--- src/hdl/cadc_params.svh ---
// constants for the codec adc status and output control register bank
`ifndef CADC_PARAMS_SVH
`define CADC_PARAMS_SVH

// register indices; byte address is four times the index
`define CADC_IDX_FLAGS 6'h24
`define CADC_IDX_PWR 6'h25
`define CADC_IDX_DRV 6'h26
`define CADC_IDX_RSVD 6'h27
`define CADC_IDX_STAGE 6'h28
`define CADC_IDX_IRQ_ST 6'h29
`define CADC_IDX_IRQ_MASK 6'h2A

// per-channel nibble of the flag register
`define CADC_LEFT_NIB 4
`define CADC_RIGHT_NIB 0
`define CADC_F_SETTLED 3
`define CADC_F_POWERED 2
`define CADC_F_QUIET 1
`define CADC_F_SATURATED 0

// power and left companion register
`define CADC_PWR_DACL 7
`define CADC_PWR_DACR 6
`define CADC_PWR_LCOMP 4
`define CADC_PWR_WMASK 8'hF0

// driver and protection register
`define CADC_DRV_RCOMP 3
`define CADC_DRV_SCP_EN 2
`define CADC_DRV_SCP_MODE 1
`define CADC_DRV_WMASK 8'h3E

// output stage register; the low two bits stay zero here
`define CADC_STG_VCM 6
`define CADC_STG_BYPL 4
`define CADC_STG_BYPR 2
`define CADC_STG_WMASK 8'hFC

`define CADC_RST_8 8'h00
`define CADC_RST_IRQ 12'h000
`define CADC_IRQ_DRV_LSB 8
`define CADC_N_DRV 4

`endif

--- src/hdl/cadc_pkg.sv ---
// types shared by the codec register bank modules
`default_nettype none

package cadc_pkg;
    typedef enum logic [1:0] {LC_DIFF, LC_CM, LC_SE, LC_RSVD} cadc_lcomp_e;
    typedef enum logic [2:0] {RC_DIFF, RC_CM, RC_SE, RC_DIFF_LC, RC_EXT_FB, RC_RSVD} cadc_rcomp_e;
    typedef enum logic [1:0] {BYP_OFF, BYP_POS, BYP_NEG, BYP_DIFF} cadc_byp_e;
    typedef enum logic [1:0] {CM_1V35, CM_1V50, CM_1V65, CM_1V80} cadc_vcm_e;
    typedef logic [7:0] cadc_byte_t;
endpackage

`default_nettype wire

--- src/hdl/cadc_chan_if.sv ---
// analog-side status inputs and derived flags of one recording channel
`default_nettype none

interface cadc_chan_if;
    cadc_pkg::cadc_byte_t applied_gain;
    cadc_pkg::cadc_byte_t prog_gain;
    logic adc_powered;
    cadc_pkg::cadc_byte_t sig_power;
    cadc_pkg::cadc_byte_t noise_thresh;
    cadc_pkg::cadc_byte_t agc_gain;
    cadc_pkg::cadc_byte_t agc_max;
    logic [3:0] flags;

    modport src (output applied_gain, prog_gain, adc_powered, sig_power,
                 output noise_thresh, agc_gain, agc_max, input flags);
    modport mon (input applied_gain, prog_gain, adc_powered, sig_power,
                 input noise_thresh, agc_gain, agc_max, output flags);
endinterface

`default_nettype wire

--- src/hdl/cadc_chan_status.sv ---
// per-channel status flags: gain settled, powered, quiet, agc saturated
`include "cadc_params.svh"
`default_nettype none

module cadc_chan_status (
    input wire logic clk_i, // control clock
    input wire logic rst_i, // synchronous reset
    cadc_chan_if.mon ch // channel status
);
    logic [3:0] flags;

    always_ff @(posedge clk_i) begin
        if (rst_i) begin
            flags <= 4'h0;
        end else begin
            flags[`CADC_F_SETTLED] <= (ch.applied_gain == ch.prog_gain);
            flags[`CADC_F_POWERED] <= ch.adc_powered;
            flags[`CADC_F_QUIET] <= (ch.sig_power < ch.noise_thresh);
            flags[`CADC_F_SATURATED] <= (ch.agc_gain == ch.agc_max);
        end
    end

    assign ch.flags = flags;
endmodule

`default_nettype wire

--- src/hdl/cadc_regs.sv ---
// codec adc status and output control registers behind a wishbone slave
//
// Design decision made here: the Wishbone slave port.
`include "cadc_params.svh"
`default_nettype none

// What this block does
// - flag gain settled when applied equals programmed
// - flag each recording converter's power state
// - flag signal power below noise threshold
// - flag agc loop at maximum gain
// - power bits switch playback converters on
// - decode left companion driver mode field
// - decode right companion driver mode field
// - one bit enables all short protection
// - mode bit picks current limit or shutdown
// - select output common-mode level
// - control left second-line bypass path
// - control right second-line bypass path
// - status register resets zero, read only
module cadc_regs (
    input wire logic clk_i, // control clock, 100 MHz
    input wire logic rst_i, // synchronous reset, high
    input wire logic cyc_i, // wishbone cycle
    input wire logic stb_i, // wishbone strobe
    input wire logic we_i, // wishbone write
    input wire logic [7:0] adr_i, // wishbone byte address
    input wire logic [3:0] sel_i, // wishbone byte select
    input wire logic [31:0] dat_i, // wishbone write data
    output logic [31:0] dat_o, // wishbone read data
    output logic ack_o, // wishbone acknowledge
    output logic irq_o, // level interrupt
    input wire logic [1:0][7:0] applied_gain_i, // gain applied, [1] left
    input wire logic [1:0][7:0] prog_gain_i, // gain programmed
    input wire logic [1:0] adc_powered_i, // recording converter powered
    input wire logic [1:0][7:0] sig_power_i, // measured signal power
    input wire logic [1:0][7:0] noise_thresh_i, // noise threshold
    input wire logic [1:0][7:0] agc_gain_i, // agc gain now
    input wire logic [1:0][7:0] agc_max_i, // agc gain limit
    input wire logic [3:0] short_detect_i, // short seen per driver
    output logic [1:0] dac_power_o, // playback converter on, [1] left
    output cadc_pkg::cadc_lcomp_e left_companion_mode_o, // left companion driver
    output cadc_pkg::cadc_rcomp_e right_companion_mode_o, // right companion driver
    output logic short_protect_en_o, // protection on all drivers
    output logic current_limit_o, // protection limits current
    output logic [3:0] driver_off_o, // driver forced down by short
    output cadc_pkg::cadc_vcm_e common_mode_level_o, // output common mode
    output cadc_pkg::cadc_byp_e left_bypass_o, // left second-line bypass
    output cadc_pkg::cadc_byp_e right_bypass_o // right second-line bypass
);
    logic [7:0] adc_flags;
    logic [7:0] prev_flags;
    cadc_pkg::cadc_byte_t pwr_reg;
    cadc_pkg::cadc_byte_t drv_reg;
    cadc_pkg::cadc_byte_t stage_reg;
    logic [11:0] irq_st;
    logic [11:0] irq_mask;
    logic [11:0] irq_set;
    logic [3:0] next_driver_off;
    logic req;
    logic wr_en;
    logic [31:0] next_dat;

    function automatic logic hit(input logic [7:0] adr, input logic [5:0] idx);
        hit = (adr[7:2] == idx);
    endfunction

    function automatic cadc_pkg::cadc_byp_e dec_byp(input logic [1:0] f);
        unique case (f)
            2'b00: dec_byp = cadc_pkg::BYP_OFF;
            2'b01: dec_byp = cadc_pkg::BYP_POS;
            2'b10: dec_byp = cadc_pkg::BYP_NEG;
            2'b11: dec_byp = cadc_pkg::BYP_DIFF;
        endcase
    endfunction

    function automatic cadc_pkg::cadc_rcomp_e dec_rcomp(input logic [2:0] f);
        unique case (f)
            3'b000: dec_rcomp = cadc_pkg::RC_DIFF;
            3'b001: dec_rcomp = cadc_pkg::RC_CM;
            3'b010: dec_rcomp = cadc_pkg::RC_SE;
            3'b011: dec_rcomp = cadc_pkg::RC_DIFF_LC;
            3'b100: dec_rcomp = cadc_pkg::RC_EXT_FB;
            default: dec_rcomp = cadc_pkg::RC_RSVD;
        endcase
    endfunction

    // channel status: index 1 left (high nibble), 0 right
    cadc_chan_if ch_if[2] ();

    for (genvar g = 0; g < 2; g++) begin : g_chan
        assign ch_if[g].applied_gain = applied_gain_i[g];
        assign ch_if[g].prog_gain = prog_gain_i[g];
        assign ch_if[g].adc_powered = adc_powered_i[g];
        assign ch_if[g].sig_power = sig_power_i[g];
        assign ch_if[g].noise_thresh = noise_thresh_i[g];
        assign ch_if[g].agc_gain = agc_gain_i[g];
        assign ch_if[g].agc_max = agc_max_i[g];
        assign adc_flags[g*4 +: 4] = ch_if[g].flags;

        cadc_chan_status u_chan (
            .clk_i(clk_i),
            .rst_i(rst_i),
            .ch(ch_if[g].mon)
        );
    end

    // bus: one wait state, then ack for exactly one cycle
    assign req = cyc_i & stb_i;
    assign wr_en = req & we_i & ack_o & sel_i[0];

    always_ff @(posedge clk_i) begin
        if (rst_i) begin
            ack_o <= 1'b0;
        end else begin
            ack_o <= req & ~ack_o;
        end
    end

    always_comb begin
        next_dat = 32'h0000_0000;
        if (hit(adr_i, `CADC_IDX_FLAGS)) begin
            next_dat[7:0] = adc_flags;
        end else if (hit(adr_i, `CADC_IDX_PWR)) begin
            next_dat[7:0] = pwr_reg;
        end else if (hit(adr_i, `CADC_IDX_DRV)) begin
            next_dat[7:0] = drv_reg;
        end else if (hit(adr_i, `CADC_IDX_STAGE)) begin
            next_dat[7:0] = stage_reg;
        end else if (hit(adr_i, `CADC_IDX_IRQ_ST)) begin
            next_dat[11:0] = irq_st;
        end else if (hit(adr_i, `CADC_IDX_IRQ_MASK)) begin
            next_dat[11:0] = irq_mask;
        end
    end

    // reserved slot and unmapped addresses read zero
    always_ff @(posedge clk_i) begin
        if (rst_i) begin
            dat_o <= 32'h0000_0000;
        end else if (req & ~ack_o & ~we_i) begin
            dat_o <= next_dat;
        end
    end

    // reserved positions are masked so they always read zero;
    // writes to the flag register and the reserved slot have no path
    always_ff @(posedge clk_i) begin
        if (rst_i) begin
            pwr_reg <= `CADC_RST_8;
        end else if (wr_en & hit(adr_i, `CADC_IDX_PWR)) begin
            pwr_reg <= dat_i[7:0] & `CADC_PWR_WMASK;
        end
    end

    always_ff @(posedge clk_i) begin
        if (rst_i) begin
            drv_reg <= `CADC_RST_8;
        end else if (wr_en & hit(adr_i, `CADC_IDX_DRV)) begin
            drv_reg <= dat_i[7:0] & `CADC_DRV_WMASK;
        end
    end

    always_ff @(posedge clk_i) begin
        if (rst_i) begin
            stage_reg <= `CADC_RST_8;
        end else if (wr_en & hit(adr_i, `CADC_IDX_STAGE)) begin
            stage_reg <= dat_i[7:0] & `CADC_STG_WMASK;
        end
    end

    // decoded controls, registered from the control bytes
    always_ff @(posedge clk_i) begin
        if (rst_i) begin
            dac_power_o <= 2'b00;
            left_companion_mode_o <= cadc_pkg::LC_DIFF;
            right_companion_mode_o <= cadc_pkg::RC_DIFF;
            common_mode_level_o <= cadc_pkg::CM_1V35;
            left_bypass_o <= cadc_pkg::BYP_OFF;
            right_bypass_o <= cadc_pkg::BYP_OFF;
        end else begin
            dac_power_o <= {pwr_reg[`CADC_PWR_DACL], pwr_reg[`CADC_PWR_DACR]};
            left_companion_mode_o <= cadc_pkg::cadc_lcomp_e'(pwr_reg[`CADC_PWR_LCOMP +: 2]);
            // reserved codes map to a parked state, never to a drive mode
            right_companion_mode_o <= dec_rcomp(drv_reg[`CADC_DRV_RCOMP +: 3]);
            common_mode_level_o <= cadc_pkg::cadc_vcm_e'(stage_reg[`CADC_STG_VCM +: 2]);
            left_bypass_o <= dec_byp(stage_reg[`CADC_STG_BYPL +: 2]);
            right_bypass_o <= dec_byp(stage_reg[`CADC_STG_BYPR +: 2]);
        end
    end

    // short protection; a latched shutdown holds until protection or
    // shutdown mode is switched off, so a driver does not chatter on a short
    always_comb begin
        next_driver_off = driver_off_o;
        if (!drv_reg[`CADC_DRV_SCP_EN] || !drv_reg[`CADC_DRV_SCP_MODE]) begin
            next_driver_off = 4'h0;
        end else begin
            next_driver_off = driver_off_o | short_detect_i;
        end
    end

    always_ff @(posedge clk_i) begin
        if (rst_i) begin
            short_protect_en_o <= 1'b0;
            current_limit_o <= 1'b0;
            driver_off_o <= 4'h0;
        end else begin
            short_protect_en_o <= drv_reg[`CADC_DRV_SCP_EN];
            current_limit_o <= drv_reg[`CADC_DRV_SCP_EN] & ~drv_reg[`CADC_DRV_SCP_MODE];
            driver_off_o <= next_driver_off;
        end
    end

    // interrupts: rising status flags and new driver shutdowns
    always_ff @(posedge clk_i) begin
        if (rst_i) begin
            prev_flags <= `CADC_RST_8;
        end else begin
            prev_flags <= adc_flags;
        end
    end

    assign irq_set = {next_driver_off & ~driver_off_o, adc_flags & ~prev_flags};

    // set wins over a write-one clear in the same cycle
    always_ff @(posedge clk_i) begin
        if (rst_i) begin
            irq_st <= `CADC_RST_IRQ;
        end else if (wr_en & hit(adr_i, `CADC_IDX_IRQ_ST)) begin
            irq_st <= (irq_st & ~dat_i[11:0]) | irq_set;
        end else begin
            irq_st <= irq_st | irq_set;
        end
    end

    // mask spans two byte lanes; each lane is honoured on its own
    always_ff @(posedge clk_i) begin
        if (rst_i) begin
            irq_mask <= `CADC_RST_IRQ;
        end else if (req & we_i & ack_o & hit(adr_i, `CADC_IDX_IRQ_MASK)) begin
            if (sel_i[0]) begin
                irq_mask[7:0] <= dat_i[7:0];
            end
            if (sel_i[1]) begin
                irq_mask[11:8] <= dat_i[11:8];
            end
        end
    end

    assign irq_o = |(irq_st & irq_mask);
endmodule

`default_nettype wire

--- config.mk ---
export PLATFORM = sky130hd
export DESIGN_NAME = cadc_regs
export DESIGN_NICKNAME = d
export VERILOG_FILES = /design/src/hdl/cadc_pkg.sv /design/src/hdl/cadc_chan_if.sv /design/src/hdl/cadc_chan_status.sv /design/src/hdl/cadc_regs.sv
export VERILOG_INCLUDE_DIRS = /design/src /design/src/hdl
export SDC_FILE = /design/constraint.sdc
export NUM_CORES = 1
export LEC_CHECK = 0
export BUFFER_PORTS_ARGS = -buffer_cell sky130_fd_sc_hd__buf_2
export CAP_MARGIN = 25
export CORE_MARGIN = 2
export CORE_UTILIZATION = 43
export DETAILED_ROUTE_END_ITERATION = 8
export GPL_TIMING_DRIVEN = 1
export PLACE_DENSITY_LB_ADDON = 0.15
export SLEW_MARGIN = 20
export SYNTH_ARGS = -nofsm -noshare
export SYNTH_HDL_FRONTEND = slang
export SYNTH_HIERARCHICAL = 1
export SYNTH_SLANG_ARGS = --single-unit
--- constraint.sdc ---
create_clock -name clk_i -period 1.2 [get_ports clk_i]
set_input_delay 0.12 -clock clk_i [delete_from_list [all_inputs] [get_ports clk_i]]
set_output_delay 0.12 -clock clk_i [all_outputs]
set_load 0.01 [all_outputs]
---- After elaboration in Yosys (flattened, before gate mapping) ----
Cells that the tools add are included.
storage, ports and cells
  logic and storage cells ................. 91
  input bits .............................. 151
  register bits ........................... 87
cells by class
  $lt $le $gt $ge ......................... 2
  muxes and demuxes ....................... 15
  bitwise logic cells ..................... 25
  eq/ne operators ......................... 20
  reduce and logical (&&, ||, !) cells .... 9
operator list
  cell                  count
  $eq A6 B6 Y1 const B  6
  $mux W12              3
  $eq A8 B8 Y1          4
  $mux W8               4
  $and A12 B12 Y12      2
  $or A12 B12 Y12       2
  $mux W4               5
  $lt A8 B8 Y1          2
  $pmux W2 S4           2
  $pmux W3 S5           1
  $and A1 B1 Y1         12
  $not A12 Y12          1
  $reduce_or A12 Y1     1
  $and A8 B8 Y8         1
  $eq A2 B2 Y1 const B  4
  $not A8 Y8            1
  $eq A3 B2 Y1 const B  2
  $and A4 B4 Y4         1
  $eq A2 B1 Y1 const B  2
  $logic_not A2 Y1      2
  $not A4 Y4            1
  $or A4 B4 Y4          1
  $reduce_and A2 Y1     2
  $eq A3 B1 Y1 const B  1
  other kinds (5)       8

---- Logic depth before layout (Yosys ltp) ----
  depth in word-level cells ............... 7
  depth in mapped cells ................... 6
  depth with buffers taken out ............ 5

---- Modules after synthesis ----
Netlist, hierarchy kept.
modules (own cells, without submodules)
  module            cells each  area each (um2)  seq. area each (um2)  instances
  cadc_regs         377         3503.4           1581.5                1
  cadc_chan_status  50          445.4            80.1                  2

---- Worst setup path after synthesis ----
Ideal clock, no wire load.
  path kind ............................... register -> register
  start ................................... reg ack_o
  end ..................................... reg irq_st[2]
  cell stages (with the launch flop) ...... 7
  library setup time ...................... 0.132 ns
  period minus slack after synthesis ...... 1.385 ns
  data required time ...................... 1.068 ns
  path buffers ............................ 2
  arrival ................................. 1.252 ns
  setup slack ............................. -0.185 ns
  path through ............................ dfxtp_1 -> and4_1 -> buf_2 -> nand4_1 -> buf_2 -> o21ai_0 -> a21oi_1
on the way
  cells in the longest elaborated chain, start to end .. 4
ends and longest elaborated chain
  item                         line              source
  start: declaration           cadc_regs.sv:31   output logic ack_o,
  start signal: assignment     cadc_regs.sv:116  ack_o <= req & ~ack_o;
  $and A1 B1 Y1 (2 in series)  cadc_regs.sv:110  assign wr_en = req & we_i & ack_o & sel_i[0];
  $and A1 B1 Y1                cadc_regs.sv:230  end else if (wr_en & hit(adr_i, `CADC_IDX_IRQ_ST)) begin
  $mux W12                     cadc_regs.sv:230
  end signal: assignment       cadc_regs.sv:229  irq_st <= `CADC_RST_IRQ;
  end signal: assignment       cadc_regs.sv:231  irq_st <= (irq_st & ~dat_i[11:0]) | irq_set;
  end signal: assignment       cadc_regs.sv:233  irq_st <= irq_st | irq_set;
  end: declaration             cadc_regs.sv:56   logic [11:0] irq_st;
No other way between the ends.
A chain may end at the register's enable or synchronous reset.

---- Final worst setup path ----
  start ................................... reg irq_mask[7]
  end ..................................... out irq_o
on the way
  cells in the longest elaborated chain, start to end .. 2
ends and longest elaborated chain
  item                      line              source
  start: declaration        cadc_regs.sv:57   logic [11:0] irq_mask;
  start signal: assignment  cadc_regs.sv:240  irq_mask <= `CADC_RST_IRQ;
  start signal: assignment  cadc_regs.sv:243  irq_mask[7:0] <= dat_i[7:0];
  $and A12 B12 Y12          cadc_regs.sv:251  assign irq_o = |(irq_st & irq_mask);
  $reduce_or A12 Y1         cadc_regs.sv:251
  end: declaration          cadc_regs.sv:32   output logic irq_o,
No other way between the ends.

==> summary.txt <==
Die
  – Core area: just under 0.01 mm^2
  – Die X: approximately 110 um
  – DIE AREA: approximately 0.011 mm^2
  – Initial core utilization: between 40 and 50%
  – Row count: 36
  – DIE HEIGHT: 105.1 um
  – I/O Pins: about 200

Logic synthesis
  – Mean Syn Cell Area: around 9 um^2
  – Synth Cell Area: between 0.004 and 0.005 mm^2
  – Dominant synthesized flop cell: dfxtp_1
  – Mapped Cells: between 400 and 500
  – Yosys reg bits: a little under 90
  – Count of warnings emitted by yosys: 6
  – Synth async-reset ratio: 0%
  – Top post-synthesis cells by area: dfxtp_1 40%, mux2i_1 6.6%, xnor2_1 5.6%
  – Largest area contributor in the netlist: dfxtp_1
  – Synth top cells by count: 87 x dfxtp_1, 41 x nor2_1, 29 x inv_1, 29 x mux2i_1, 29 x nor2b_1
  – Most common cell in the netlist: dfxtp_1
  – Post-synth EDFFs: 0
  – Post-synth top area share: between 30 and 40%
  – Yosys cell types: 54
  – Register area share after synthesis: between 30 and 40%

Critical path
  – Required @ worst endpoint: approximately 1100 ps
  – Reg2Reg Depth: 6
  – Crit path kind: flip-flop to output pin
  – Crit path DAT: approximately 1400 ps
  – Setup crit start kind: flip-flop
  – Critical path fanouts, max: 2
  – R2r setup slk: -210 ps
  – Crit path capture type: output pin

Placed design
  – Area after DPL: between 0.005 and 0.006 mm^2
  – Post-Place Worst Slack: -220.1 ps
  – Placer congestion estimate: approximately 0.86
  – PortBufs: 159
  – Placed wire-length estimate: a little under 9000 um

Clocking
  – CTS buffer count: 9
  – TritonCTS clock tree: yes
  – Max Root-Sink Buffers: 2
  – H-tree Lvls: 3
  – Worst-Skew Late Latency: 350 ps
  – Clock sink count: 87
  – Clock-pin slew on the worst setup and hold paths: 90 ps
  – CTS root buf: clkbuf_8

Global routing
  – Largest net degree at the start of global routing: 30
  – Vias in the first global route: ~4,000
  – Total track usage: between 20% and 30%
  – First-pass GRT wire length: approximately 19,000 um
  – Remaining Overflow, GRT: 0
  – Initial antenna violation count: 0

Finish
  – Layout cells sized above 1: about two fifths
  – Syn-to-layout area delta: 39.01%
  – Diode count: 0
  – FF/Latch Area: around 0.0017 mm^2
  – Final instance area: roughly 0.0061 mm^2
  – Final-layout fill cell count: about 860
  – Fin nets: 850
  – Core Util, Final: approximately three fifths
  – Multi-input gate area: roughly 0.0025 mm^2
  – Biggest regs: dat_o (12), irq_mask (12), irq_st (12)

Detailed routing
  – DR iter-0 viols: 134
  – DRC Markers: 0
  – Antenna Nets Post-Route: 0
  – Routed wire per std cell: between 10 and 15 um
  – Via count: around 4,000
  – Avg Vias per Cell: 4.959
  – TritonRoute pass-1 iters: 4
  – Total Wirelength: approximately 12,000 um

Outcome
  – Run status: finished with violations
  – Failing checks: setup timing

STA
  – Setup-failing EPs final: 47
  – Final min period: roughly 1600 ps
  – Setup ws final: -357.4 ps
  – Final worst path period share: 129.8%
  – Max Fclk: 0.6421 GHz
  – Slew Viols, Final: 0
  – Final hold vios: 0
  – Setup Skew: 6.988 ps
  – Unrepaired setup endpoints after global routing: true

Run
  – Max_cap viols: 0

Hold path
  – Hold depth: 3
  – Worst Hold Class: input port to flip-flop

Power and ir drop
  – VDD IR max: roughly 840 uV
  – Static Leakage: roughly 3.0 nW
  – Pwr Density: 1026 mW/mm^2
==> final timing paths <==
kind / from / end
setup reg to reg: ack_o / irq_st[0]
hold reg to reg: dat_o[11] / dat_o[11]
hold / removal: dat_i[9] / irq_mask[9]
setup / recovery: irq_mask[7] / irq_o
==> area by class of cell <==
type / instances / area share [%]
clock buffers: 11 / 2.315
clock inverters: 5 / 1.721
inverters: 29 / 1.782
multi-input cells: 339 / 40.86
flip-flops and latches: 87 / 28.57
well taps: 133 / 2.724
repair buffers: 219 / 22.02
==> critical path, stage by stage (launching register included) <==
cell	delay, ps
dfxtp_2	330
a22o_1	260
a221oi_2	190
nand3_1	130
buf_2	160
==> report_power, final <==
| part | internal, mW | total, mW | switching [mW] | leakage, nW |
|---|---|---|---|---|
| Combinational | 0.442 | 0.867 | 0.424 | 2.14 |
| Clock | 1.44 | 2.45 | 1.01 | 0.116 |
| Sequential | 2.92 | 2.95 | 0.0253 | 0.705 |
| Total | 4.81 | 6.27 | 1.46 | 2.97 |
==> through the flow <==
step           setup TNS, ps  hold WS (ps)  std cells  power (mW)
2_1_floorplan          -1301         191.6        496       3.470
3_3_place_gp           -6354         329.9        795       3.800
3_5_place_dp           -7389         338.4        795       3.823
4_1_cts                -5257         5.040        823       6.300
5_1_grt                -8833         18.45        823       6.520
6_report               -5991         18.59        823       6.265
==> cell families after synthesis <==
group	after synthesis	synth area share, %
AOI/OAI and AO/OA	83	12.76
xor gates and xnor gates	32	6.378
adders and majority gates	14	3.986
buffers and inverters	70	9.112
DFF	87	39.64
muxes	29	6.606
other	1	0.08534
and+or+nand+nor	161	21.44
==> per-layer routing <==
metal / vias to the layer above / wire length [um] / GRT usage [%]
met5: - / 0 / 0
met4: 0 / 159 / 6.000
met3: 15 / 508 / 4.180
met2: 102 / 5804 / 37.29
met1: 1919 / 5047 / 25.20
li1: 2045 / - / -
==> cells in the final DEF (no fill, tap or decap), types with 14 or more instances in the layout <==
master / netlist / final
buf_2: 8 / 159
dfxtp_1: 87 / 84
buf_4: 20 / 41
nor2_1: 41 / 40
nor2b_1: 29 / 29
inv_1: 29 / 29
mux2i_1: 29 / 28
xnor2_1: 28 / 28
conb_1: 1 / 20
nand3_1: 17 / 17
o21ai_2: 1 / 16
a21oi_1: 17 / 16
ha_1: 14 / 14
==> what timing repair did <==
item                                   in CTS  in global routing
hold buffers                                6                  0
setup endpoints to repair                  49                 51
gates resized for setup                    41                 14
endpoints found under the hold margin       6                  0
buffers inserted                            5                  0
pin swaps                                  17                  8
cloned                                      1                  0
(Power assumes the default switching activity.)
